--- config.mk ---
export PLATFORM = sky130hd
export DESIGN_NAME = ptm_timer
export DESIGN_NICKNAME = d
export VERILOG_FILES = /design/src/verilog/ptm_timer.v
export VERILOG_INCLUDE_DIRS = /design/src /design/src/verilog
export SDC_FILE = /design/constraint.sdc
export NUM_CORES = 1
export LEC_CHECK = 0
export BUFFER_PORTS_ARGS = -buffer_cell sky130_fd_sc_hd__buf_2
export CAP_MARGIN = 20
export CORE_ASPECT_RATIO = 1.4
export CORE_MARGIN = 2
export CORE_UTILIZATION = 56
export DETAILED_ROUTE_END_ITERATION = 8
export GPL_ROUTABILITY_DRIVEN = 0
export GPL_TIMING_DRIVEN = 0
export PLACE_DENSITY = 0.93
export SYNTH_ARGS = -nofsm -noshare
export SYNTH_HDL_FRONTEND = slang
export SYNTH_SLANG_ARGS = --single-unit
--- constraint.sdc ---
create_clock -name mclk_i -period 9.18 [get_ports mclk_i]
set_input_delay 0.918 -clock mclk_i [delete_from_list [all_inputs] [get_ports mclk_i]]
set_output_delay 0.918 -clock mclk_i [all_outputs]
set_load 0.01 [all_outputs]
--- src/verilog/ptm_defines.vh ---
`ifndef PTM_DEFINES_VH
`define PTM_DEFINES_VH

// Register byte offsets on the APB bus.
`define PTM_OFF_MODE_CTRL   8'h00
`define PTM_OFF_COUNT_LOW   8'h04
`define PTM_OFF_COUNT_HIGH  8'h08
`define PTM_OFF_CMP_A_LOW   8'h0c
`define PTM_OFF_CMP_A_HIGH  8'h10
`define PTM_OFF_PERIOD_LOW  8'h14
`define PTM_OFF_PERIOD_HIGH 8'h18
`define PTM_OFF_RUN_CTRL    8'h1c
`define PTM_OFF_FLAGS       8'h20

// Field positions in timer_mode_control.
`define PTM_MODE_MSB        7
`define PTM_MODE_LSB        6
`define PTM_ACT_MSB         5
`define PTM_ACT_LSB         4
`define PTM_INIT_BIT        3
`define PTM_INV_BIT         2
`define PTM_CAPSRC_BIT      1
`define PTM_CLRSEL_BIT      0

// Field positions in the run control register.
`define PTM_RUN_BIT         0
`define PTM_PAUSE_BIT       1
`define PTM_CKSEL_MSB       3
`define PTM_CKSEL_LSB       2

// Field positions in the flag register.
`define PTM_FLAG_A_BIT      0
`define PTM_FLAG_P_BIT      1

// Operating mode codes.
`define PTM_MODE_CMP        2'b00
`define PTM_MODE_CAP        2'b01
`define PTM_MODE_PWM        2'b10
`define PTM_MODE_TMR        2'b11

// Pin action codes.
`define PTM_ACT_0           2'b00
`define PTM_ACT_1           2'b01
`define PTM_ACT_2           2'b10
`define PTM_ACT_3           2'b11

// Counter clock selections and divider end counts.
`define PTM_CK_SYS          2'b00
`define PTM_CK_DIV4         2'b01
`define PTM_CK_DIV16        2'b10
`define PTM_CK_EXT          2'b11
`define PTM_DIV4_END        4'h3
`define PTM_DIV16_END       4'hf

// Reset values.
`define PTM_RST_BYTE        8'h00
`define PTM_RST_VAL10       10'h000
`define PTM_RST_CKSEL       2'b00

`endif

--- src/verilog/ptm_timer.v ---
// Register access over APB and the register addresses were left to the implementer.
`timescale 1ns/1ps
`default_nettype none
`include "ptm_defines.vh"

// What this block does
// - Mode field: 00 compare output, 01 capture, 10 PWM/single pulse, 11 timer.
// - Compare mode, on A match: 00 hold, 01 low, 10 high, 11 toggle.
// - PWM mode action: 00 inactive, 01 active, 10 PWM, 11 single pulse.
// - Capture mode action: 00 rising, 01 falling, 10 both, 11 disabled.
// - Compare mode pin starts at initial level; same-level match shows nothing.
// - Run bit rising edge returns the pin to its initial level in compare mode.
// - Initial-level bit: pre-match level, or PWM active level; unused in timer mode.
// - Invert bit inverts the output pin; unused in timer mode.
// - Capture source: timer pins when 0, external clock pin when 1.
// - Clear select 1 clears on A match; 0 on P match or overflow.
// - Overflow clear happens only when the P value is all zero.
// - Clear select is ignored in PWM, single pulse and capture modes.
// - Counter readable only, low byte and two-bit high register.
// - Compare A value held in low byte and two-bit high register.
// - Compare P value held in low byte and two-bit high register.
// - With clear select 0 both match flags are raised, except the P flag in single pulse mode.
// - With clear select 1 in compare and timer modes only the A flag is raised.
// - In compare mode only A matches change the pin; P matches never do.
// - Timer mode counts and flags like compare mode but releases the pin.
// - Ten-bit up-counter compared against A and P values.
// - Run rise zeroes the counter; run fall stops and holds it.
module ptm_timer (
    // Clock and reset.
    input  wire        mclk_i,
    input  wire        sys_rst_i,
    // APB slave.
    input  wire        psel_i,
    input  wire        penable_i,
    input  wire        pwrite_i,
    input  wire [7:0]  paddr_i,
    input  wire [31:0] pwdata_i,
    output reg  [31:0] prdata_o,
    output reg         pready_o,
    output reg         pslverr_o,
    // Timer pins.
    input  wire        timer_pin_zero_i,
    output reg         timer_pin_zero_o,
    output reg         timer_pin_zero_oe_n_o,
    input  wire        timer_pin_one_i,
    output reg         timer_pin_one_o,
    output reg         timer_pin_one_oe_n_o,
    input  wire        ext_timer_clock_pin_i,
    // Match flags.
    output reg         match_a_flag_o,
    output reg         match_p_flag_o
);

    // Registers visible to software.
    reg [7:0] timer_mode_control;
    reg [9:0] compare_a_value;
    reg [9:0] compare_p_value;
    reg       counter_run;
    reg       counter_pause;
    reg [1:0] clock_sel;
    reg       match_a_flag;
    reg       match_p_flag;

    // Internal state.
    reg [9:0] count_value;
    reg       run_prev;
    reg       pin_level;
    reg [3:0] div_count;
    reg       pin0_prev;
    reg       pin1_prev;
    reg       ext_prev;

    // Next values.
    reg [9:0] next_count;
    reg       next_pin_level;
    reg [31:0] next_rdata;
    reg       next_err;

    // Field views of the mode register.
    wire [1:0] op_mode_sel        = timer_mode_control[`PTM_MODE_MSB:`PTM_MODE_LSB];
    wire [1:0] pin_action_sel     = timer_mode_control[`PTM_ACT_MSB:`PTM_ACT_LSB];
    wire       out_initial_level  = timer_mode_control[`PTM_INIT_BIT];
    wire       out_invert         = timer_mode_control[`PTM_INV_BIT];
    wire       capture_source_sel = timer_mode_control[`PTM_CAPSRC_BIT];
    wire       clear_source_sel   = timer_mode_control[`PTM_CLRSEL_BIT];

    // Decoded modes.
    wire mode_cmp    = (op_mode_sel == `PTM_MODE_CMP);
    wire mode_cap    = (op_mode_sel == `PTM_MODE_CAP);
    wire mode_pwm    = (op_mode_sel == `PTM_MODE_PWM);
    wire mode_tmr    = (op_mode_sel == `PTM_MODE_TMR);
    wire mode_single = mode_pwm && (pin_action_sel == `PTM_ACT_3);

    // Bus access phase; the write lands at the edge where pready is sampled high.
    wire bus_access = psel_i && penable_i;
    wire bus_write  = bus_access && pready_o && pwrite_i;

    // Returns true when an access addresses the given offset.
    function hit;
        input [7:0] addr;
        input [7:0] off;
        begin
            hit = (addr == off);
        end
    endfunction

    // Selects which edges of a pin count as capture events.
    function edge_ok;
        input [1:0] act;
        input       prev;
        input       cur;
        begin
            case (act)
                `PTM_ACT_0: edge_ok = !prev && cur;
                `PTM_ACT_1: edge_ok = prev && !cur;
                `PTM_ACT_2: edge_ok = prev ^ cur;
                default:    edge_ok = 1'b0;
            endcase
        end
    endfunction

    // External pin rising edge and run rising edge.
    wire ext_rise = !ext_prev && ext_timer_clock_pin_i;
    wire run_rise = counter_run && !run_prev;

    // Counter clock enable from the divider or the external pin.
    reg clk_en;
    always @*
    begin
        case (clock_sel)
            `PTM_CK_SYS:   clk_en = 1'b1;
            `PTM_CK_DIV4:  clk_en = (div_count[1:0] == `PTM_DIV4_END);
            `PTM_CK_DIV16: clk_en = (div_count == `PTM_DIV16_END);
            default:       clk_en = ext_rise;
        endcase
    end

    // A counting step happens only while running and not paused.
    wire tick = counter_run && !counter_pause && clk_en && !run_rise;

    // Comparators look at the value the counter would step to, so an all-zero
    // period compares against the wrap from 3ff to 000.
    wire [9:0] count_plus = count_value + 10'h001;
    wire       a_hit      = tick && (count_plus == compare_a_value);
    wire       p_hit      = tick && (count_plus == compare_p_value);

    // Clear select applies in compare and timer modes only.
    wire cmp_like  = mode_cmp || mode_tmr;
    wire use_a_clr = cmp_like && clear_source_sel;
    wire clr_a     = use_a_clr && a_hit;
    wire clr_p     = !use_a_clr && !mode_single && p_hit;

    // Flag events per mode.
    wire cap_edge_pins = edge_ok(pin_action_sel, pin0_prev, timer_pin_zero_i) ||
                         edge_ok(pin_action_sel, pin1_prev, timer_pin_one_i);
    wire cap_edge_ext  = edge_ok(pin_action_sel, ext_prev, ext_timer_clock_pin_i);
    wire cap_event     = mode_cap && (capture_source_sel ? cap_edge_ext : cap_edge_pins);
    wire set_a = mode_cap ? cap_event : a_hit;
    wire set_p = mode_single ? 1'b0 : (p_hit && !use_a_clr);

    // Next counter value.
    always @*
    begin
        if (run_rise)
            next_count = `PTM_RST_VAL10;
        else if (clr_a || clr_p)
            next_count = `PTM_RST_VAL10;
        else if (tick)
            next_count = count_plus;
        else
            next_count = count_value;
    end

    // Next pre-inversion level of the output pin.
    always @*
    begin
        next_pin_level = pin_level;
        if (mode_cmp)
        begin
            if (run_rise)
                next_pin_level = out_initial_level;
            else if (a_hit)
            begin
                case (pin_action_sel)
                    `PTM_ACT_1: next_pin_level = 1'b0;
                    `PTM_ACT_2: next_pin_level = 1'b1;
                    `PTM_ACT_3: next_pin_level = !pin_level;
                    default:    next_pin_level = pin_level;
                endcase
            end
        end
        else if (mode_pwm)
        begin
            case (pin_action_sel)
                `PTM_ACT_0: next_pin_level = !out_initial_level;
                `PTM_ACT_1: next_pin_level = out_initial_level;
                `PTM_ACT_2: next_pin_level = (next_count < compare_a_value) ? out_initial_level
                                                                             : !out_initial_level;
                default:    next_pin_level = (counter_run && !a_hit) ? out_initial_level
                                                                     : !out_initial_level;
            endcase
        end
    end

    // Read data multiplexer with an error for unmapped offsets.
    always @*
    begin
        next_rdata = 32'h0000_0000;
        next_err   = 1'b0;
        if (hit(paddr_i, `PTM_OFF_MODE_CTRL))
            next_rdata[7:0] = timer_mode_control;
        else if (hit(paddr_i, `PTM_OFF_COUNT_LOW))
            next_rdata[7:0] = count_value[7:0];
        else if (hit(paddr_i, `PTM_OFF_COUNT_HIGH))
            next_rdata[1:0] = count_value[9:8];
        else if (hit(paddr_i, `PTM_OFF_CMP_A_LOW))
            next_rdata[7:0] = compare_a_value[7:0];
        else if (hit(paddr_i, `PTM_OFF_CMP_A_HIGH))
            next_rdata[1:0] = compare_a_value[9:8];
        else if (hit(paddr_i, `PTM_OFF_PERIOD_LOW))
            next_rdata[7:0] = compare_p_value[7:0];
        else if (hit(paddr_i, `PTM_OFF_PERIOD_HIGH))
            next_rdata[1:0] = compare_p_value[9:8];
        else if (hit(paddr_i, `PTM_OFF_RUN_CTRL))
            next_rdata[3:0] = {clock_sel, counter_pause, counter_run};
        else if (hit(paddr_i, `PTM_OFF_FLAGS))
            next_rdata[1:0] = {match_p_flag, match_a_flag};
        else
            next_err = 1'b1;
    end

    // APB handshake: one wait cycle, then pready with registered data.
    always @(posedge mclk_i or posedge sys_rst_i)
    begin
        if (sys_rst_i)
        begin
            pready_o  <= 1'b0;
            pslverr_o <= 1'b0;
            prdata_o  <= 32'h0000_0000;
        end
        else
        begin
            pready_o  <= bus_access && !pready_o;
            pslverr_o <= bus_access && !pready_o && next_err;
            prdata_o  <= (bus_access && !pready_o && !pwrite_i) ? next_rdata : 32'h0000_0000;
        end
    end

    // Software-written configuration; a capture loads compare A unless a write lands.
    always @(posedge mclk_i or posedge sys_rst_i)
    begin
        if (sys_rst_i)
        begin
            timer_mode_control <= `PTM_RST_BYTE;
            compare_a_value    <= `PTM_RST_VAL10;
            compare_p_value    <= `PTM_RST_VAL10;
            clock_sel          <= `PTM_RST_CKSEL;
            counter_pause      <= 1'b0;
        end
        else
        begin
            if (bus_write && hit(paddr_i, `PTM_OFF_MODE_CTRL))
                timer_mode_control <= pwdata_i[7:0];
            if (bus_write && hit(paddr_i, `PTM_OFF_CMP_A_LOW))
                compare_a_value[7:0] <= pwdata_i[7:0];
            else if (bus_write && hit(paddr_i, `PTM_OFF_CMP_A_HIGH))
                compare_a_value[9:8] <= pwdata_i[1:0];
            else if (cap_event)
                compare_a_value <= count_value;
            if (bus_write && hit(paddr_i, `PTM_OFF_PERIOD_LOW))
                compare_p_value[7:0] <= pwdata_i[7:0];
            if (bus_write && hit(paddr_i, `PTM_OFF_PERIOD_HIGH))
                compare_p_value[9:8] <= pwdata_i[1:0];
            if (bus_write && hit(paddr_i, `PTM_OFF_RUN_CTRL))
            begin
                clock_sel     <= pwdata_i[`PTM_CKSEL_MSB:`PTM_CKSEL_LSB];
                counter_pause <= pwdata_i[`PTM_PAUSE_BIT];
            end
        end
    end

    // Run bit: software write first, then the single pulse stop, then the trigger.
    always @(posedge mclk_i or posedge sys_rst_i)
    begin
        if (sys_rst_i)
            counter_run <= 1'b0;
        else if (bus_write && hit(paddr_i, `PTM_OFF_RUN_CTRL))
            counter_run <= pwdata_i[`PTM_RUN_BIT];
        else if (mode_single && a_hit)
            counter_run <= 1'b0;
        else if (mode_single && ext_rise)
            counter_run <= 1'b1;
    end

    // Software clear strobes for the two flags, shared by the flags and their outputs.
    wire clr_flag_a = bus_write && hit(paddr_i, `PTM_OFF_FLAGS) && pwdata_i[`PTM_FLAG_A_BIT];
    wire clr_flag_p = bus_write && hit(paddr_i, `PTM_OFF_FLAGS) && pwdata_i[`PTM_FLAG_P_BIT];

    // Sticky match flags; write one to clear, a new event wins over the clear.
    always @(posedge mclk_i or posedge sys_rst_i)
    begin
        if (sys_rst_i)
        begin
            match_a_flag <= 1'b0;
            match_p_flag <= 1'b0;
        end
        else
        begin
            if (set_a)
                match_a_flag <= 1'b1;
            else if (clr_flag_a)
                match_a_flag <= 1'b0;
            if (set_p)
                match_p_flag <= 1'b1;
            else if (clr_flag_p)
                match_p_flag <= 1'b0;
        end
    end

    // Counter, divider, edge history and pin level.
    always @(posedge mclk_i or posedge sys_rst_i)
    begin
        if (sys_rst_i)
        begin
            count_value <= `PTM_RST_VAL10;
            run_prev    <= 1'b0;
            pin_level   <= 1'b0;
            div_count   <= 4'h0;
            pin0_prev   <= 1'b0;
            pin1_prev   <= 1'b0;
            ext_prev    <= 1'b0;
        end
        else
        begin
            count_value <= next_count;
            run_prev    <= counter_run;
            pin_level   <= next_pin_level;
            div_count   <= div_count + 4'h1;
            pin0_prev   <= timer_pin_zero_i;
            pin1_prev   <= timer_pin_one_i;
            ext_prev    <= ext_timer_clock_pin_i;
        end
    end

    // Registered pin drive; released in capture and timer modes.
    always @(posedge mclk_i or posedge sys_rst_i)
    begin
        if (sys_rst_i)
        begin
            timer_pin_zero_o      <= 1'b0;
            timer_pin_one_o       <= 1'b0;
            timer_pin_zero_oe_n_o <= 1'b1;
            timer_pin_one_oe_n_o  <= 1'b1;
            match_a_flag_o        <= 1'b0;
            match_p_flag_o        <= 1'b0;
        end
        else
        begin
            timer_pin_zero_o      <= next_pin_level ^ out_invert;
            timer_pin_one_o       <= next_pin_level ^ out_invert;
            timer_pin_zero_oe_n_o <= !(mode_cmp || mode_pwm);
            timer_pin_one_oe_n_o  <= !(mode_cmp || mode_pwm);
            // The flag outputs take the next flag state, so a clear shows at once.
            match_a_flag_o        <= set_a || (match_a_flag && !clr_flag_a);
            match_p_flag_o        <= set_p || (match_p_flag && !clr_flag_p);
        end
    end

endmodule
`default_nettype wire

After elaboration in Yosys (flattened, before gate mapping)
Index checks and enable logic that the tools add are counted.
{"block": "word_totals", "elab_cells": 181, "inputBits": 48, "regBits": 67}
{"block": "classes", "n_eq_ne": 21, "magnitude_cmp": 1, "bitwise_logic": 5, "add_sub_neg": 2, "n_reduce_logical": 75, "n_mux": 53}
{"cell": "8-bit two-way mux", "n": 6}
{"cell": "10-bit two-way mux", "n": 4}
{"cell": "1-bit logical AND", "n": 39}
{"cell": "8-bit by 5-bit == test with 1-bit output, second input constant", "n": 4}
{"cell": "1-bit two-way mux", "n": 25}
{"cell": "10-bit == test", "n": 2}
{"cell": "1-bit zero test", "n": 19}
{"cell": "1-bit case mux with 3 select lines", "n": 6}
{"cell": "8-bit by 4-bit == test with 1-bit output, second input constant", "n": 2}
{"cell": "2-bit two-way mux", "n": 8}
{"cell": "2-bit == test, second input constant", "n": 6}
{"cell": "6-bit two-way mux", "n": 2}
{"cell": "10-bit by 1-bit adder with 10-bit output, second input constant", "n": 1}
{"cell": "10-bit < comparator", "n": 1}
{"cell": "8-bit by 3-bit == test with 1-bit output, second input constant", "n": 1}
{"cell": "8-bit by 6-bit == test with 1-bit output, second input constant", "n": 1}
{"cell": "8-bit zero test", "n": 1}
{"cell": "4-bit two-way mux", "n": 2}
{"cell": "2-bit nonzero test", "n": 4}
{"cell": "2-bit by 1-bit == test with 1-bit output, second input constant", "n": 3}
{"cell": "2-bit zero test", "n": 3}
{"cell": "1-bit logical OR", "n": 6}
{"cell": "4-bit by 1-bit adder with 4-bit output, second input constant", "n": 1}
{"cell": "4-bit == test, second input constant", "n": 1}
{"cell": "other kinds (5)", "n": 9}

Logic depth before layout (Yosys ltp)
{"block": "logic_depth", "word_depth": 16, "depth_mapped": 20, "ltp_nobuf": 19}

Least setup slack after synthesis
Ideal clock, no wire load.
{"block": "synth_path", "path_type": "in2reg", "from": "input port ext_timer_clock_pin_i", "to": "register timer_pin_zero_o", "stages": 18, "t_required_ns": 9.054, "path_slack_ns": 4.967, "path_buffers": 1, "arrival_ns": 4.086, "cell_sequence": "ha_1 -> nand3_1 -> a311oi_4 -> nand3_1 -> or3_1 -> buf_2 -> nand3_1 -> nor2_1 -> ha_1 -> a21o_1 -> a21o_1 -> a21o_1 -> a21oi_1 -> o221ai_1 -> a21o_1 -> a211oi_2 -> o21ai_2 -> xor2_1"}
{"block": "synth_between", "elab_chain_cells": 15}
{"element": "start, declared", "line_no": "ptm_timer.v:48", "rtl": "input wire ext_timer_clock_pin_i,"}
{"element": "1-bit logical AND (*)", "line_no": "ptm_timer.v:123", "rtl": "wire ext_rise = !ext_prev && ext_timer_clock_pin_i;"}
{"element": "1-bit case mux with 3 select lines (*)", "line_no": "ptm_timer.v:130", "rtl": "case (clock_sel)"}
{"element": "1-bit logical AND (*) (2 in a row)", "line_no": "ptm_timer.v:139", "rtl": "wire tick = counter_run && !counter_pause && clk_en && !run_rise;"}
{"element": "1-bit logical AND (on tied branches)", "line_no": "ptm_timer.v:144, ptm_timer.v:145"}
{"element": "1-bit logical AND (on tied branches)", "line_no": "ptm_timer.v:150, ptm_timer.v:151"}
{"element": "1-bit logical OR", "line_no": "ptm_timer.v:166", "rtl": "else if (clr_a || clr_p)"}
{"element": "10-bit two-way mux (*)", "line_no": "ptm_timer.v:166"}
{"element": "10-bit two-way mux (*)", "line_no": "ptm_timer.v:164", "rtl": "if (run_rise)"}
{"element": "via next_count[3]", "line_no": "ptm_timer.v:74", "rtl": "reg [9:0] next_count;"}
{"element": "10-bit < comparator (*)", "line_no": "ptm_timer.v:197", "rtl": "`PTM_ACT_2: next_pin_level = (next_count < compare_a_value) ? out_initial_level"}
{"element": "1-bit two-way mux (*)", "line_no": "ptm_timer.v:197"}
{"element": "1-bit case mux with 3 select lines (*)", "line_no": "ptm_timer.v:194", "rtl": "case (pin_action_sel)"}
{"element": "1-bit two-way mux (*)", "line_no": "ptm_timer.v:192", "rtl": "else if (mode_pwm)"}
{"element": "1-bit two-way mux (*)", "line_no": "ptm_timer.v:178", "rtl": "if (mode_cmp)"}
{"element": "via next_pin_level", "line_no": "ptm_timer.v:75", "rtl": "reg next_pin_level;"}
{"element": "1-bit XOR (*)", "line_no": "ptm_timer.v:359", "rtl": "timer_pin_zero_o <= next_pin_level ^ out_invert;"}
{"element": "end signal, assigned", "line_no": "ptm_timer.v:359"}
{"element": "end, declared", "line_no": "ptm_timer.v:43", "rtl": "output reg timer_pin_zero_o,"}
The timed path passes the listed nets; every way through them passes the cells marked *.
A chain may end at the register's enable or synchronous reset.

Final worst setup path
{"block": "layout_path", "from": "register count_value[0]", "to": "register timer_pin_zero_o"}
{"block": "layout_between", "elab_chain_cells": 13}
{"element": "start, declared", "line_no": "ptm_timer.v:65", "rtl": "reg [9:0] count_value;"}
{"element": "start signal, assigned", "line_no": "ptm_timer.v:325", "rtl": "count_value <= `PTM_RST_VAL10;"}
{"element": "start signal, assigned", "line_no": "ptm_timer.v:335", "rtl": "count_value <= next_count;"}
{"element": "10-bit by 1-bit adder with 10-bit output (*)", "line_no": "ptm_timer.v:143", "rtl": "wire [9:0] count_plus = count_value + 10'h001;"}
{"element": "10-bit == test (on tied branches)", "line_no": "ptm_timer.v:144, ptm_timer.v:145"}
{"element": "1-bit logical AND (on tied branches)", "line_no": "ptm_timer.v:144, ptm_timer.v:145"}
{"element": "1-bit logical AND (on tied branches)", "line_no": "ptm_timer.v:150, ptm_timer.v:151"}
{"element": "1-bit logical OR", "line_no": "ptm_timer.v:166"}
{"element": "10-bit two-way mux (*)", "line_no": "ptm_timer.v:166"}
{"element": "10-bit two-way mux (*)", "line_no": "ptm_timer.v:164"}
{"element": "via next_count[8]", "line_no": "ptm_timer.v:74"}
{"element": "10-bit < comparator (*)", "line_no": "ptm_timer.v:197"}
{"element": "1-bit two-way mux (*)", "line_no": "ptm_timer.v:197"}
{"element": "1-bit case mux with 3 select lines (*)", "line_no": "ptm_timer.v:194"}
{"element": "1-bit two-way mux (*)", "line_no": "ptm_timer.v:192"}
{"element": "1-bit two-way mux (*)", "line_no": "ptm_timer.v:178"}
{"element": "via next_pin_level", "line_no": "ptm_timer.v:75"}
{"element": "1-bit XOR (*)", "line_no": "ptm_timer.v:359"}
Marked as above.

==> results_dict.tcl <==
set metrics [dict create \
    arithmetic_cell_share_of_the_synthesized_area_counting_full_adders_half_adders_and_majority_gates_pct 5.69 \
    power.density_mw_per_mm2 120 \
    count_of_endpoints_failing_hold_in_the_final_timing_report 0 \
    drt_iter0_markers 262 \
    crit_arrival_ps 5240 \
    clock_tree_from_tritoncts "built" \
    post_synth_main_area_contributors "sky130_fd_sc_hd__dfrtp_1, sky130_fd_sc_hd__ha_1, sky130_fd_sc_hd__buf_4, sky130_fd_sc_hd__mux2_2, sky130_fd_sc_hd__xnor2_1" \
    stdcell_count 636 \
    fin_nets 599 \
    syn_avg_cell_area_um2 9.62 \
    cts_buffers 9 \
    dieHeight_um 109 \
    worst_slew_pin_slew_ps 929 \
    die_width_um 78.9 \
    fin_util_pct 65.1 \
    cts.repair_timing.setup_buffer_count 0 \
    via_count 3821 \
    clock_tree.root_cell "sky130_fd_sc_hd__clkbuf_8" \
    synth_cell_types 66 \
    cts.sinks 67 \
    fin_worst_skew_ps 7.66 \
    critical_path_required_ps 9420 \
    synth.yosys.warnings 0 \
    cts_max_level 3 \
    post_synth_and_or_nand_nor_area_fraction_pct 15.7 \
    cts_buffer_depth 2 \
    buffer_ports.inserted 39 \
    rsz_0062_raised_after_global_routing "false" \
    initial_utilization_pct 57.1 \
    peakVddDrop_mv 0.136 \
    placedCellCount 620 \
    timing.setup.critical_path_class "register to register" \
    synth_top_cell_by_area "sky130_fd_sc_hd__dfrtp_1" \
    detailedRoute.firstPassIterationCount 5 \
    dominant_combinational_cell_family_by_area_after_synthesis "simple AND/OR/NAND/NOR gates" \
    status "finished clean" \
    postSynth.topFlopCell "sky130_fd_sc_hd__dfrtp_1" \
    timing_max_transition_violations_final 0 \
    timing.max_cap.violations 0 \
    timing.final.setup_violations 0 \
    synth-edff-count 0 \
    detail_route.wl_per_cell_um 18.3 \
    post-route-cell-area_mm2 0.00502 \
    number_of_cells_produced_by_synthesis 457 \
    drt_wl_total_mm 11.7 \
    io-pin-count 88 \
    worst_setup_hold_path_clk_slew_ps 80 \
    max_freq_ghz 0.200 \
    timing.setup.tns_ps 0 \
    antenna_cells 0 \
    cp-start-kind "register" \
    synth-seq-cells 67 \
    end_kind "register" \
    grt.total_usage_pct 28.0 \
    cts_hold_buffers 0 \
    timing.final.crit_period_ps 5000 \
    grt_pass1_vias 3777 \
    ctsResizeCount 0 \
    std_cell_rows 38 \
    antenna_found_initial 0 \
    post_synth_xor_area_fraction_pct 7.28 \
    worstSkewPairLatency_ps 360 \
    design.die.area_mm2 0.00859 \
    post-route-drc-count 0 \
    synth_compound_area_share_pct 15.3 \
    drt-vias-per-instance 6.01 \
    maximum_number_of_pins_on_one_net_before_global_route_repair 46 \
    area.growth.synth_to_final_pct 14.1 \
    most_repeated_cell_in_the_gate_level_netlist_after_synthesis "sky130_fd_sc_hd__dfrtp_1" \
    place_area_mm2 0.00482 \
    sequential_cell_area_fraction_in_the_yosys_report_pct 38.2 \
    ant_nets 0 \
    share_of_post_route_cells_with_drive_strength_above_1_pct 23.9 \
    core_region_area_mm2 0.00770 \
    muxShareOfSynthArea_pct 8.79 \
    mappedNetlistArea_mm2 0.00440 \
    post-synth-top-area-fraction_pct 37.6 \
    place.detailed.hpwl_mm 8.74 \
    static-leakage-power_nw 2.42 \
    period_share_pct 54.5 \
    crit_path_max_fanout 10 \
    hold_slack_ps 474 \
    slew_headroom_pct 37.6 \
    hold_path.class "register to register" \
    synth-async-reset-ratio_pct 100 \
    synthTopCellsByCount "sky130_fd_sc_hd__dfrtp_1, sky130_fd_sc_hd__nand2_1, sky130_fd_sc_hd__nor2_1" \
    globalRoute.totalOverflow 0 \
    grt_first_pass_wirelength_mm 18.1 \
]
==> metal layers <==
metal,part of all wire [%],track usage (%)
met3,7.9,6.46
met2,50,48.0
met4,7.5,22.9
met1,34,29.1
met5,0,0
==> where the power goes <==
| group | switching, mW | internal (mW) | total [mW] |
|---|---|---|---|
| Clock | 0.120 | 0.124 | 0.244 |
| Combinational | 0.0309 | 0.0232 | 0.0541 |
| Sequential | 0.00360 | 0.299 | 0.303 |
==> layout by cell type (no fill, tap or decap), types with 3 or more instances in the layout <==
| cell | instances |
|---|---|
| sky130_fd_sc_hd__a211oi_1 | 3 |
| sky130_fd_sc_hd__a21o_1 | 5 |
| sky130_fd_sc_hd__a21oi_1 | 23 |
| sky130_fd_sc_hd__a22oi_1 | 10 |
| sky130_fd_sc_hd__and3_1 | 3 |
| sky130_fd_sc_hd__buf_2 | 43 |
| sky130_fd_sc_hd__buf_4 | 30 |
| sky130_fd_sc_hd__clkbuf_1 | 8 |
| sky130_fd_sc_hd__clkbuf_8 | 9 |
| sky130_fd_sc_hd__clkinv_2 | 3 |
| sky130_fd_sc_hd__conb_1 | 24 |
| sky130_fd_sc_hd__dfrtp_1 | 66 |
| sky130_fd_sc_hd__ha_1 | 20 |
| sky130_fd_sc_hd__inv_1 | 23 |
| sky130_fd_sc_hd__mux2_2 | 19 |
| sky130_fd_sc_hd__mux2i_1 | 15 |
| sky130_fd_sc_hd__nand2_1 | 34 |
| sky130_fd_sc_hd__nand2b_1 | 7 |
| sky130_fd_sc_hd__nand3_1 | 12 |
| sky130_fd_sc_hd__nand4_1 | 4 |
| sky130_fd_sc_hd__nor2_1 | 31 |
| sky130_fd_sc_hd__nor2b_1 | 6 |
| sky130_fd_sc_hd__nor3_1 | 10 |
| sky130_fd_sc_hd__o21ai_0 | 23 |
| sky130_fd_sc_hd__or3_1 | 9 |
| sky130_fd_sc_hd__xnor2_1 | 19 |
| sky130_fd_sc_hd__xor2_1 | 15 |
==> final cells by class <==
type	count	area, um^2
buffer	46	305
clock buffer	9	124
clock inverter	7	68.8
fill	592	2690
inverter	24	90.1
multi-input combinational	343	2410
sequential	67	1680
tap	100	125
timing repair buffer	40	215
==> sequential cells by signal, indices dropped and copies added, names as in the netlist, 2 cells and up <==
| signal | count |
|---|---|
| timer_mode_control | 8 |
| clock_sel | 2 |
| prdata_o | 8 |
| count_value | 10 |
| div_count | 4 |
| compare_p_value | 10 |
| compare_a_value | 10 |
==> cell families after synthesis <==
logic type               after synthesis
AO/OA/AOI/OAI                         94
XOR/XNOR                              35
flip-flops                            67
buffers and inverters                 70
multiplexers                          36
AND/OR/NAND/NOR                      134
other                                  1
adder cells (fa/ha/maj)               20
==> worst max-delay path, stage by stage (launching register included) <==
cell and delay [ps]:
sky130_fd_sc_hd__dfrtp_1 540, sky130_fd_sc_hd__ha_1 200, sky130_fd_sc_hd__buf_4 170, sky130_fd_sc_hd__nand3_1 160, sky130_fd_sc_hd__or2_4 320, sky130_fd_sc_hd__a2111oi_4 310
sky130_fd_sc_hd__nand3_1 130, sky130_fd_sc_hd__or3_1 390, sky130_fd_sc_hd__buf_2 180, sky130_fd_sc_hd__nand3_1 340, sky130_fd_sc_hd__nor2_1 130, sky130_fd_sc_hd__ha_1 320
sky130_fd_sc_hd__a21o_1 160, sky130_fd_sc_hd__a2111oi_0 480, sky130_fd_sc_hd__o221ai_1 320, sky130_fd_sc_hd__a21o_1 250, sky130_fd_sc_hd__a211oi_2 230, sky130_fd_sc_hd__o21ai_2 90
sky130_fd_sc_hd__xor2_1 140
==> per-stage QoR <==
step           setup slack [ps]  power [mW]
2_1_floorplan              4970       0.343
3_3_place_gp               4200       0.358
3_5_place_dp               4100       0.362
4_1_cts                    4340       0.601
5_1_grt                    3950       0.619
6_report                   4180       0.601
==> path summary, 6_finish.rpt <==
path	cells after the start	startpoint	endpoint	slack, ps
max	18	count_value[0]	timer_pin_zero_o	4180
max reg2reg	18	count_value[0]	timer_pin_zero_o	4180
min reg2reg	1	div_count[0]	div_count[0]	470
min	1	div_count[0]	div_count[0]	470
max in group asynchronous	3	sys_rst_i	timer_pin_zero_oe_n_o	7920
min in group asynchronous	2	sys_rst_i	compare_a_value[6]	580
Power figures use the tool's default switching activity.
